`config.mk`:
```
export PLATFORM = sky130hd
export DESIGN_NAME = csrl_latch
export DESIGN_NICKNAME = d
export VERILOG_FILES = /design/src/pkg/csrl_pkg.sv /design/src/core/csrl_latch.sv
export SDC_FILE = /design/constraint.sdc
export NUM_CORES = 1
export LEC_CHECK = 0
export BUFFER_PORTS_ARGS = -buffer_cell sky130_fd_sc_hd__buf_2
export CAP_MARGIN = 0
export CORE_MARGIN = 8
export CORE_UTILIZATION = 48
export DETAILED_ROUTE_END_ITERATION = 7
export HOLD_SLACK_MARGIN = 0.03
export PLACE_DENSITY_LB_ADDON = 0.1
export SLEW_MARGIN = 0
export SYNTH_ARGS = -nofsm -noshare
export SYNTH_HDL_FRONTEND = slang
export SYNTH_SLANG_ARGS = --single-unit
```
`constraint.sdc`:
```
create_clock -name mclk -period 2 [get_ports mclk]
set_input_delay 0 -clock mclk [delete_from_list [all_inputs] [get_ports mclk]]
set_output_delay 0 -clock mclk [all_outputs]
set_load 0.02 [all_outputs]
```
`src/pkg/csrl_pkg.sv`:
```
// Package with register map, field layout and carrier types of the comparator SR latch block.
package csrl_pkg;

    // ----------------------------------------
    // Register map (word index times four)
    // ----------------------------------------
    localparam logic [3:0] CSRL_ADDR_CMP1_CTRL   = 4'h0;
    localparam logic [3:0] CSRL_ADDR_CMP2_CTRL   = 4'h4;
    localparam logic [3:0] CSRL_ADDR_LATCH_CTRL  = 4'h8;
    localparam logic [3:0] CSRL_ADDR_CLOCK_RATE  = 4'hC;

    // ----------------------------------------
    // Field positions
    // ----------------------------------------
    localparam int CSRL_CMP_ON_BIT      = 7;
    localparam int CSRL_CMP_RESULT_BIT  = 6;
    localparam int CSRL_CMP_OE_BIT      = 5;
    localparam int CSRL_SEL_HI_BIT      = 7;
    localparam int CSRL_SEL_LO_BIT      = 6;
    localparam int CSRL_SET_EN_BIT      = 5;
    localparam int CSRL_RST_EN_BIT      = 4;
    localparam int CSRL_PULSE_SET_BIT   = 3;
    localparam int CSRL_PULSE_RST_BIT   = 2;
    localparam int CSRL_CLK_EN_BIT      = 0;
    localparam int CSRL_RATE_HI_BIT     = 7;
    localparam int CSRL_RATE_LO_BIT     = 6;

    // ----------------------------------------
    // Reset values and writable masks
    // ----------------------------------------
    localparam logic [7:0] CSRL_RESET_VALUE  = 8'h00;
    localparam logic [7:0] CSRL_CMP_WMASK    = 8'hBF;
    localparam logic [7:0] CSRL_LATCH_WMASK  = 8'hF1;
    localparam logic [7:0] CSRL_RATE_WMASK   = 8'hC0;
    localparam logic [31:0] CSRL_ZERO_WORD   = 32'h0000_0000;

    // ----------------------------------------
    // Set clock divider limits per rate code (period is limit plus one)
    // ----------------------------------------
    localparam logic [7:0] CSRL_DIV_RATE0 = 8'h03;
    localparam logic [7:0] CSRL_DIV_RATE1 = 8'h0F;
    localparam logic [7:0] CSRL_DIV_RATE2 = 8'h3F;
    localparam logic [7:0] CSRL_DIV_RATE3 = 8'hFF;
    localparam logic [7:0] CSRL_DIV_ZERO  = 8'h00;

    // Output select codes.
    typedef enum logic [1:0]
    {
        CSRL_SEL_BOTH_CMP = 2'h0,
        CSRL_SEL_C1_Q     = 2'h1,
        CSRL_SEL_C2_Q     = 2'h2,
        CSRL_SEL_Q_QN     = 2'h3
    } csrl_sel_t;

    // Avalon-MM slave request carrier.
    typedef struct packed
    {
        logic [3:0]  address;
        logic        read;
        logic        write;
        logic [31:0] writedata;
        logic [3:0]  byteenable;
    } csrl_req_t;

    // Two port outputs with their enables.
    typedef struct packed
    {
        logic out1;
        logic out2;
        logic oe1;
        logic oe2;
    } csrl_port_t;

endpackage

```
`src/core/csrl_latch.sv`:
```
// Comparator SR latch with software pulses, periodic set clock, output multiplexer and Avalon-MM registers.
//
// Contract
// - Set input is high when comparator 1 is high or software set pulse written; the code passes comparator 1 only while the set enable bit is set.
// - Reset input is high when comparator 2 is high or software reset pulse written; the code passes comparator 2 only while the reset enable bit is set.
// - Set and reset are active high; latch holds state between them.
// - Both inputs high forces and keeps the reset state.
// - Software set and reset pulse bits clear themselves after one action.
// - With set clock enabled periodic pulses hit set input; otherwise none.
// - Two-bit rate field chooses the set clock frequency.
// - Two-bit select routes one of four signal pairs to the port outputs.
// - After reset the select passes both raw comparator results.
// - Latch selection is independent of comparator on or off state.
//
// Local design decisions: the register offsets and the Avalon-MM interface to the registers.
`timescale 1ns/100ps
module csrl_latch
    import csrl_pkg::*;
(
    input  wire logic        mclk,
    input  wire logic        nrst,
    input  wire logic [3:0]  avs_address,
    input  wire logic        avs_read,
    input  wire logic        avs_write,
    input  wire logic [31:0] avs_writedata,
    input  wire logic [3:0]  avs_byteenable,
    output logic [31:0]      avs_readdata,
    output logic             avs_waitrequest,
    input  wire logic        cmp1_result,
    input  wire logic        cmp2_result,
    output csrl_port_t       port_out,
    output logic             latch_q
);

    // ----------------------------------------
    // Register storage and bus decode
    // ----------------------------------------
    logic [7:0] comparator1_control;
    logic [7:0] comparator2_control;
    logic [7:0] latch_control;
    logic [7:0] latch_clock_rate;
    logic       answered;
    logic [7:0] div_count;
    logic       set_tick;
    csrl_req_t  req;

    // Bus signals bundled for decoding.
    assign req = '{address: avs_address, read: avs_read, write: avs_write,
                   writedata: avs_writedata, byteenable: avs_byteenable};

    // One wait state each access; a write lands only at the edge where waitrequest is low.
    assign answered = ~avs_waitrequest;
    wire       accept    = (req.read | req.write) & ~answered;
    wire       xfer      = (req.read | req.write) & answered;
    wire       wr_go     = xfer & req.write & req.byteenable[0];
    wire       wr_cmp1   = wr_go & (req.address == CSRL_ADDR_CMP1_CTRL);
    wire       wr_cmp2   = wr_go & (req.address == CSRL_ADDR_CMP2_CTRL);
    wire       wr_latch  = wr_go & (req.address == CSRL_ADDR_LATCH_CTRL);
    wire       wr_rate   = wr_go & (req.address == CSRL_ADDR_CLOCK_RATE);
    wire [7:0] wdata     = req.writedata[7:0];

    // Live comparator results shown in the result bit position; unmapped reads return zero.
    wire [7:0] rd_cmp1   = (comparator1_control & CSRL_CMP_WMASK)
                           | (8'(cmp1_result) << CSRL_CMP_RESULT_BIT);
    wire [7:0] rd_cmp2   = (comparator2_control & CSRL_CMP_WMASK)
                           | (8'(cmp2_result) << CSRL_CMP_RESULT_BIT);
    wire [7:0] rd_sel    = (req.address == CSRL_ADDR_CMP1_CTRL)  ? rd_cmp1 :
                           (req.address == CSRL_ADDR_CMP2_CTRL)  ? rd_cmp2 :
                           (req.address == CSRL_ADDR_LATCH_CTRL) ? latch_control :
                           (req.address == CSRL_ADDR_CLOCK_RATE) ? latch_clock_rate : 8'h00;

    // Waitrequest drops for exactly one cycle, the cycle after a request appears.
    always_ff @(posedge mclk)
    begin
        if (!nrst)
        begin
            avs_waitrequest <= 1'b1;
            avs_readdata    <= CSRL_ZERO_WORD;
        end
        else
        begin
            avs_waitrequest <= ~accept;
            avs_readdata    <= (accept & req.read) ? {24'h00_0000, rd_sel} : CSRL_ZERO_WORD;
        end
    end

    // ----------------------------------------
    // Control registers
    // ----------------------------------------
    wire pulse_set_bit = latch_control[CSRL_PULSE_SET_BIT];
    wire pulse_rst_bit = latch_control[CSRL_PULSE_RST_BIT];

    // Pulse bits are stored for one cycle only, then clear by themselves.
    wire [7:0] next_latch_control = wr_latch
        ? ((latch_control & ~CSRL_LATCH_WMASK) | (wdata & CSRL_LATCH_WMASK)
           | (wdata & ((8'h01 << CSRL_PULSE_SET_BIT) | (8'h01 << CSRL_PULSE_RST_BIT))))
        : (latch_control & CSRL_LATCH_WMASK);

    // Register writes; all registers return to zero on reset.
    always_ff @(posedge mclk)
    begin
        if (!nrst)
        begin
            comparator1_control <= CSRL_RESET_VALUE;
            comparator2_control <= CSRL_RESET_VALUE;
            latch_control       <= CSRL_RESET_VALUE;
            latch_clock_rate    <= CSRL_RESET_VALUE;
        end
        else
        begin
            if (wr_cmp1)
                comparator1_control <= wdata & CSRL_CMP_WMASK;
            if (wr_cmp2)
                comparator2_control <= wdata & CSRL_CMP_WMASK;
            latch_control <= next_latch_control;
            if (wr_rate)
                latch_clock_rate <= wdata & CSRL_RATE_WMASK;
        end
    end

    // ----------------------------------------
    // Set clock divider
    // ----------------------------------------
    wire [1:0] set_clock_rate_sel = {latch_clock_rate[CSRL_RATE_HI_BIT], latch_clock_rate[CSRL_RATE_LO_BIT]};
    wire       set_clock_enable   = latch_control[CSRL_CLK_EN_BIT];
    wire [7:0] div_limit = (set_clock_rate_sel == 2'h0) ? CSRL_DIV_RATE0 :
                           (set_clock_rate_sel == 2'h1) ? CSRL_DIV_RATE1 :
                           (set_clock_rate_sel == 2'h2) ? CSRL_DIV_RATE2 : CSRL_DIV_RATE3;

    // Counter wraps at the selected limit and emits a one-cycle set tick when enabled.
    always_ff @(posedge mclk)
    begin
        if (!nrst)
        begin
            div_count <= CSRL_DIV_ZERO;
            set_tick  <= 1'b0;
        end
        else if (!set_clock_enable)
        begin
            div_count <= CSRL_DIV_ZERO;
            set_tick  <= 1'b0;
        end
        else
        begin
            div_count <= (div_count >= div_limit) ? CSRL_DIV_ZERO : div_count + 8'h01;
            set_tick  <= (div_count >= div_limit);
        end
    end

    // ----------------------------------------
    // Latch core
    // ----------------------------------------
    // Comparator paths are gated by their enables; comparator on bits play no part here.
    wire set_in = (cmp1_result & latch_control[CSRL_SET_EN_BIT]) | pulse_set_bit | set_tick;
    wire rst_in = (cmp2_result & latch_control[CSRL_RST_EN_BIT]) | pulse_rst_bit;

    // State holds until an input is high; reset wins a tie.
    wire next_q = rst_in ? 1'b0 : (set_in ? 1'b1 : latch_q);

    always_ff @(posedge mclk)
    begin
        if (!nrst)
            latch_q <= 1'b0;
        else
            latch_q <= next_q;
    end

    // ----------------------------------------
    // Output multiplexer
    // ----------------------------------------
    csrl_sel_t sel;
    logic      mux1;
    logic      mux2;

    assign sel = csrl_sel_t'({latch_control[CSRL_SEL_HI_BIT], latch_control[CSRL_SEL_LO_BIT]});

    // Choose the pair routed to the two port outputs.
    always_comb
    begin
        case (sel)
            CSRL_SEL_BOTH_CMP:
            begin
                mux1 = cmp1_result;
                mux2 = cmp2_result;
            end
            CSRL_SEL_C1_Q:
            begin
                mux1 = cmp1_result;
                mux2 = next_q;
            end
            CSRL_SEL_C2_Q:
            begin
                mux1 = next_q;
                mux2 = cmp2_result;
            end
            CSRL_SEL_Q_QN:
            begin
                mux1 = next_q;
                mux2 = ~next_q;
            end
            default:
            begin
                mux1 = cmp1_result;
                mux2 = cmp2_result;
            end
        endcase
    end

    // Port outputs registered; enables follow the comparator output enable bits.
    always_ff @(posedge mclk)
    begin
        if (!nrst)
            port_out <= '0;
        else
            port_out <= '{out1: mux1, out2: mux2,
                          oe1: comparator1_control[CSRL_CMP_OE_BIT],
                          oe2: comparator2_control[CSRL_CMP_OE_BIT]};
    end

    // ----------------------------------------
    // Assertions
    // ----------------------------------------
    a_reset_dominant: assert property (@(posedge mclk) disable iff (!nrst)
        rst_in |=> !latch_q) else $error("Reset input did not clear latch.");
    a_set_path: assert property (@(posedge mclk) disable iff (!nrst)
        (set_in && !rst_in) |=> latch_q) else $error("Set input did not set latch.");
    a_comp_reset: assert property (@(posedge mclk) disable iff (!nrst)
        (cmp2_result && latch_control[CSRL_RST_EN_BIT]) |=> !latch_q)
        else $error("Comparator 2 did not reset latch.");
    a_latch_hold: assert property (@(posedge mclk) disable iff (!nrst)
        (!set_in && !rst_in) |=> $stable(latch_q)) else $error("Latch changed without input.");
    a_pulse_clears: assert property (@(posedge mclk) disable iff (!nrst)
        (pulse_set_bit && !wr_latch) |=> !pulse_set_bit) else $error("Set pulse bit stuck.");
    a_no_tick_off: assert property (@(posedge mclk) disable iff (!nrst)
        !set_clock_enable |=> !set_tick) else $error("Set tick while disabled.");
    a_tick_period: assert property (@(posedge mclk) disable iff (!nrst)
        (set_tick && set_clock_enable && set_clock_rate_sel == 2'h0 && !wr_latch && !wr_rate)
        |=> !set_tick [*3] ##1 (set_tick || !set_clock_enable || set_clock_rate_sel != 2'h0))
        else $error("Set clock period wrong for rate zero.");
    a_mux_latch: assert property (@(posedge mclk) disable iff (!nrst)
        (sel == CSRL_SEL_Q_QN) |=> (port_out.out1 == latch_q && port_out.out2 == !latch_q))
        else $error("Latch-only output pair wrong.");
    a_mux_default: assert property (@(posedge mclk) disable iff (!nrst)
        (sel == CSRL_SEL_BOTH_CMP) |=> (port_out.out1 == $past(cmp1_result)))
        else $error("Default mode did not pass comparator 1.");
    a_reset_select: assert property (@(posedge mclk)
        !nrst |=> (latch_control == CSRL_RESET_VALUE)) else $error("Select not cleared by reset.");

    c_latch_set: cover property (@(posedge mclk) disable iff (!nrst) $rose(latch_q));
    c_tie_reset: cover property (@(posedge mclk) disable iff (!nrst) set_in && rst_in);
    c_tick: cover property (@(posedge mclk) disable iff (!nrst) set_tick);
    c_mode_c2q: cover property (@(posedge mclk) disable iff (!nrst) sel == CSRL_SEL_C2_Q);

endmodule

```
==> results by stage <==
Status:
- The flow ran to the end, and the final reports show no timing, DRC or antenna violations.

STA:
- The final worst-path cycle share is 84.8%.
- For the finished layout, the period the worst path requires is 1.70 ns.
- Between clock sinks in the finished design, the worst skew comes to 0.00507 ns.
- The final setup TNS is 0 ns.
- The max-slew violation total from the final report is 0.
- Setup repair after global routing left no endpoint under its margin.
- Derived from the worst setup path, the maximum achievable clock frequency is 589 MHz.
- The number of endpoints with negative hold slack in the final report is 0.
- The pin slew with the least headroom to its limit is 0.636 ns.
- Measured against its own limit, the worst slew margin works out to 57.4%.
- Setup violations remaining at the end of the flow were counted as 0.

Power and ir drop:
- In this run the static leakage power is 1.13 nW.
- The clock network accounts for 43.7% of the total power.
- The internal power summed over all cells is 1.51 mW.
- For this design the total switching power over the nets is 0.421 mW.
- The combinational cell fraction of total power is 8.4%.
- The switching fraction of total power is 21.8%.
- The worst ir drop on vdd is 0.437 mV.
- The power density relative to cell area is 747 nW/µm².
- Registers are responsible for 47.9% of the overall power.

Floorplan:
- The floorplan step defined a die boundary enclosing 6980 µm².
- The vertical extent of the die is 83.5 µm.
- In this run the core area contains 24 standard-cell rows.
- The area of the core is 4380 µm².
- For this configuration, the core starts out at a cell density of 49.9%.
- The x dimension of the die is 83.5 µm.
- 84 I/O pins were placed.

Cells and area:
- Compared with the post-synthesis result, the final layout area differs by 18.1%.
- After routing the design area is 2580 µm².
- For this run, the share of the core covered by cells in the final layout is 58.9%.
- The number of antenna diodes in the final layout is 0.
- Across the whole layout, storage elements account for 921 µm².
- After the last flow step, the layout net total stands at 330.
- The share of cells above drive strength 1 is 19.3%.
- The number of filler cells placed in the layout is 403.
- The footprint of the multi-input gates is 1120 µm².

Worst hold path:
- The source of the worst hold timing path is cmp1_result.
- The hold path endpoint is port_out[3].
- The path class of the lowest-slack min-delay path is in2reg.
- The worst hold path passes through 3 cells.

Global route:
- The all-layer global routing usage is 14.0%.
- The first global-routing pass estimated 8.13 mm of wire.
- The sum of overflow across all layers after global routing is 0.
- Entering global routing, the biggest net connects 19 pins.
- The initial antenna violation count is 0.
- The number of global-route vias before repair is 1620.

Placed design:
- The count of buffers added on input and output ports is 32.
- After detailed placement, the total cell area comes to 2320 µm².
- The HPWL after detailed placement is 3.47 mm.
- At the end of routability-driven placement, the weighted congestion stood at 0.752.

Clock network:
- The number of H-tree branching levels is 2.
- The clock transition at the register clock pins on the worst setup and hold paths after CTS is 0.08 ns.
- The number of clock buffers inserted by TritonCTS is 5.
- Counting every sink on the clock net gives 46.
- The longest clock path from root to sink contains 2 buffers.
- The tree is rooted in a sky130_fd_sc_hd__clkbuf_8.
- The clock insertion delay at the later pin of the skew report is 0.30 ns.
- The post-CTS setup repair buffer count is 0.
- The number of cells upsized or downsized after cts is 0.
- The clock tree from TritonCTS is done.

Routing:
- The ratio of routed vias to standard cells is 5.16.
- The number of vias after detailed routing is 1712.
- After detailed routing, the number of remaining DRC violations is 0.
- The pre-antenna-repair detailed-routing pass consisted of 4 iterations.
- Dividing the detail-routed wire length by the instance count gives 14.6 µm.
- Summed over all layers, the routed wires come to 4.83 mm.
- After the first detailed-routing iteration, the DRC count stood at 80.
- The detail route stage leaves a number of antenna-violating nets equal to 0.

Logic synthesis:
- The largest total area in the synthesized netlist belongs to sky130_fd_sc_hd__dfxtp_1.
- The count of cell types in the netlist is 43.
- The average instance in the mapped netlist occupies 9.39 µm².
- The flip-flop cell with the highest count after synthesis is sky130_fd_sc_hd__dfxtp_1.
- The area share of the largest cell type after synthesis is 42.1%.
- The Yosys step of the flow raised 0 warnings.
- Synthesis produced 233 cells.
- In this run, synthesis inferred 0 flip-flops with an integrated enable.
- The sequential element share of the synthesized area is 42.1%.
- Sorting the synthesized cells by area gives the leading types as sky130_fd_sc_hd__dfxtp_1 42%, sky130_fd_sc_hd__mux2i_1 8.2%, sky130_fd_sc_hd__buf_4 8.2%, sky130_fd_sc_hd__nand2_1 4.1%, sky130_fd_sc_hd__o21ai_0 3.4%.
- The cell area that synthesis handed to floorplanning was 2190 µm².
- Synthesis inferred 46 register bits.
- Of all flip-flops after synthesis, the portion carrying an async set or reset was 0%.

Setup path:
- The worst register-to-register path begins at latch_clock_rate[7].
- The arrival time at the worst endpoint is 1.94 ns.
- The worst register-to-register path has a setup slack of 0.30 ns.
- The end of the worst register-to-register path is set_tick.
- The path depth of the worst reg2reg path is 6.
- Of all nets on the critical path, the largest fanout is 9.
- The worst setup path is captured at a register.
- The worst setup path is of the reg2reg kind.
- The required arrival time at the worst endpoint is 2.24 ns.
- The element type at the critical path start is a register.

Run:
- The number of max-cap violations is 0.
-- power by group through the flow --
| stage | logic (mW) | registers (mW) | clock network [mW] |
|---|---|---|---|
| after floorplan | 0.125 | 0.951 | 0 |
| after global placement | 0.141 | 0.946 | 0 |
| after detailed placement | 0.141 | 0.946 | 0 |
| after CTS | 0.158 | 0.925 | 0.861 |
| after global routing | 0.176 | 0.926 | 0.899 |
| final | 0.162 | 0.925 | 0.843 |
-- cell usage after synthesis (2+ instances only) --
| library cell | n |
|---|---|
| sky130_fd_sc_hd__mux2i_1 | 18 |
| sky130_fd_sc_hd__nor2b_1 | 4 |
| sky130_fd_sc_hd__a211oi_1 | 3 |
| sky130_fd_sc_hd__a21oi_1 | 11 |
| sky130_fd_sc_hd__clkbuf_1 | 7 |
| sky130_fd_sc_hd__ha_1 | 5 |
| sky130_fd_sc_hd__nor2_1 | 9 |
| sky130_fd_sc_hd__buf_4 | 24 |
| sky130_fd_sc_hd__inv_1 | 5 |
| sky130_fd_sc_hd__nand2_1 | 24 |
| sky130_fd_sc_hd__buf_2 | 2 |
| sky130_fd_sc_hd__nor3_1 | 9 |
| sky130_fd_sc_hd__xnor2_1 | 2 |
| sky130_fd_sc_hd__o21ai_0 | 15 |
| sky130_fd_sc_hd__or3_1 | 4 |
| sky130_fd_sc_hd__nand4_1 | 2 |
| sky130_fd_sc_hd__nand3_1 | 12 |
| sky130_fd_sc_hd__nor3b_1 | 2 |
| sky130_fd_sc_hd__dfxtp_1 | 46 |
| sky130_fd_sc_hd__a2bb2oi_1 | 5 |
| sky130_fd_sc_hd__nand3_2 | 2 |
-- critical path, cell delays in order, from the launching register on --
cell                        delay, ns
sky130_fd_sc_hd__dfxtp_1         0.43
sky130_fd_sc_hd__nand2_1         0.12
sky130_fd_sc_hd__ha_1            0.30
sky130_fd_sc_hd__nand2_1         0.12
sky130_fd_sc_hd__a2111oi_4       0.33
sky130_fd_sc_hd__buf_4           0.22
sky130_fd_sc_hd__o21ba_1         0.13
-- cell type report --
| cell class | instances | share of cell area (%) |
|---|---|---|
| multi-input combinational | 172 | 43.3 |
| sequential | 46 | 35.6 |
| timing repair buffer | 49 | 12.3 |
| clock buffer | 6 | 3.20 |
| tap | 52 | 2.52 |
| clock inverter | 2 | 2.32 |
| inverter | 5 | 0.726 |
-- cell families (layout without fill, tap and decap cells) --
group                    Yosys count  count (layout)  synth area share [%]
AO/OA/AOI/OAI                     42              42                  13.1
XOR/XNOR                           3               3                  1.20
adder cells (fa/ha/maj)            5               5                  2.86
buffers and inverters             38              62                  10.7
flip-flops                        46              46                  42.1
multiplexers                      20              20                  10.5
other                              1              24                 0.171
AND/OR/NAND/NOR                   78              78                  19.4
-- per-stage QoR --
stage | setup slack (ns) | instances | power (mW) | hold WS (ns)
floorplan | 0.434 | 256 | 1.08 | 0.116
global placement | 0.325 | 312 | 1.09 | 0.222
detailed placement | 0.316 | 312 | 1.09 | 0.221
CTS | 0.295 | 331 | 1.94 | 0.0379
global route | 0.150 | 332 | 2.00 | 0.115
finish | 0.303 | 332 | 1.93 | 0.0784
-- cell usage in the layout, fill, tap and decap left out, types with 2 or more instances in the layout --
| cell | instances |
|---|---|
| sky130_fd_sc_hd__a211oi_1 | 3 |
| sky130_fd_sc_hd__a21oi_1 | 11 |
| sky130_fd_sc_hd__a2bb2oi_1 | 5 |
| sky130_fd_sc_hd__buf_2 | 32 |
| sky130_fd_sc_hd__buf_4 | 5 |
| sky130_fd_sc_hd__bufinv_16 | 2 |
| sky130_fd_sc_hd__clkbuf_8 | 6 |
| sky130_fd_sc_hd__conb_1 | 24 |
| sky130_fd_sc_hd__dfxtp_1 | 46 |
| sky130_fd_sc_hd__dlygate4sd3_1 | 12 |
| sky130_fd_sc_hd__ha_1 | 5 |
| sky130_fd_sc_hd__inv_1 | 5 |
| sky130_fd_sc_hd__mux2i_1 | 18 |
| sky130_fd_sc_hd__nand2_1 | 24 |
| sky130_fd_sc_hd__nand3_1 | 12 |
| sky130_fd_sc_hd__nand3_2 | 2 |
| sky130_fd_sc_hd__nand4_1 | 2 |
| sky130_fd_sc_hd__nor2_1 | 9 |
| sky130_fd_sc_hd__nor2b_1 | 4 |
| sky130_fd_sc_hd__nor3_1 | 9 |
| sky130_fd_sc_hd__nor3b_1 | 2 |
| sky130_fd_sc_hd__o21ai_0 | 15 |
| sky130_fd_sc_hd__or3_1 | 4 |
| sky130_fd_sc_hd__xnor2_1 | 2 |
-- worst max path at each step --
| stage | startpoint | end | slack [ns] | cells after the start |
|---|---|---|---|---|
| floorplan | latch_clock_rate[7] | set_tick | 0.43 | 5 |
| global placement | latch_clock_rate[7] | set_tick | 0.32 | 6 |
| detailed placement | latch_clock_rate[7] | set_tick | 0.32 | 6 |
| CTS | latch_clock_rate[7] | set_tick | 0.29 | 6 |
| global route | latch_clock_rate[7] | set_tick | 0.15 | 6 |
| finish | latch_clock_rate[7] | set_tick | 0.30 | 6 |
-- timing repair --
action                                  CTS  global route
endpoints found under the hold margin    25             1
endpoints found under the setup margin    0             0
hold buffers                             11             1
-- routing by layer --
layer / GRT usage (%) / wire [µm] / part of all wire, %
met1: 19.5 / 2400 / 50
met2: 19.5 / 2060 / 43
met3: 5.47 / 324 / 6.7
met4: 3.77 / 49 / 1.0
met5: 0 / 0 / 0
-- sequential cells by signal, indices dropped and copies added, names as in the netlist --
name / cells
avs_readdata: 8
avs_waitrequest: 1
comparator1_control: 7
comparator2_control: 7
div_count: 8
latch_clock_rate: 2
latch_control: 7
latch_q: 1
port_out: 4
set_tick: 1
Note: power is estimated with default switching activity, not from simulation.
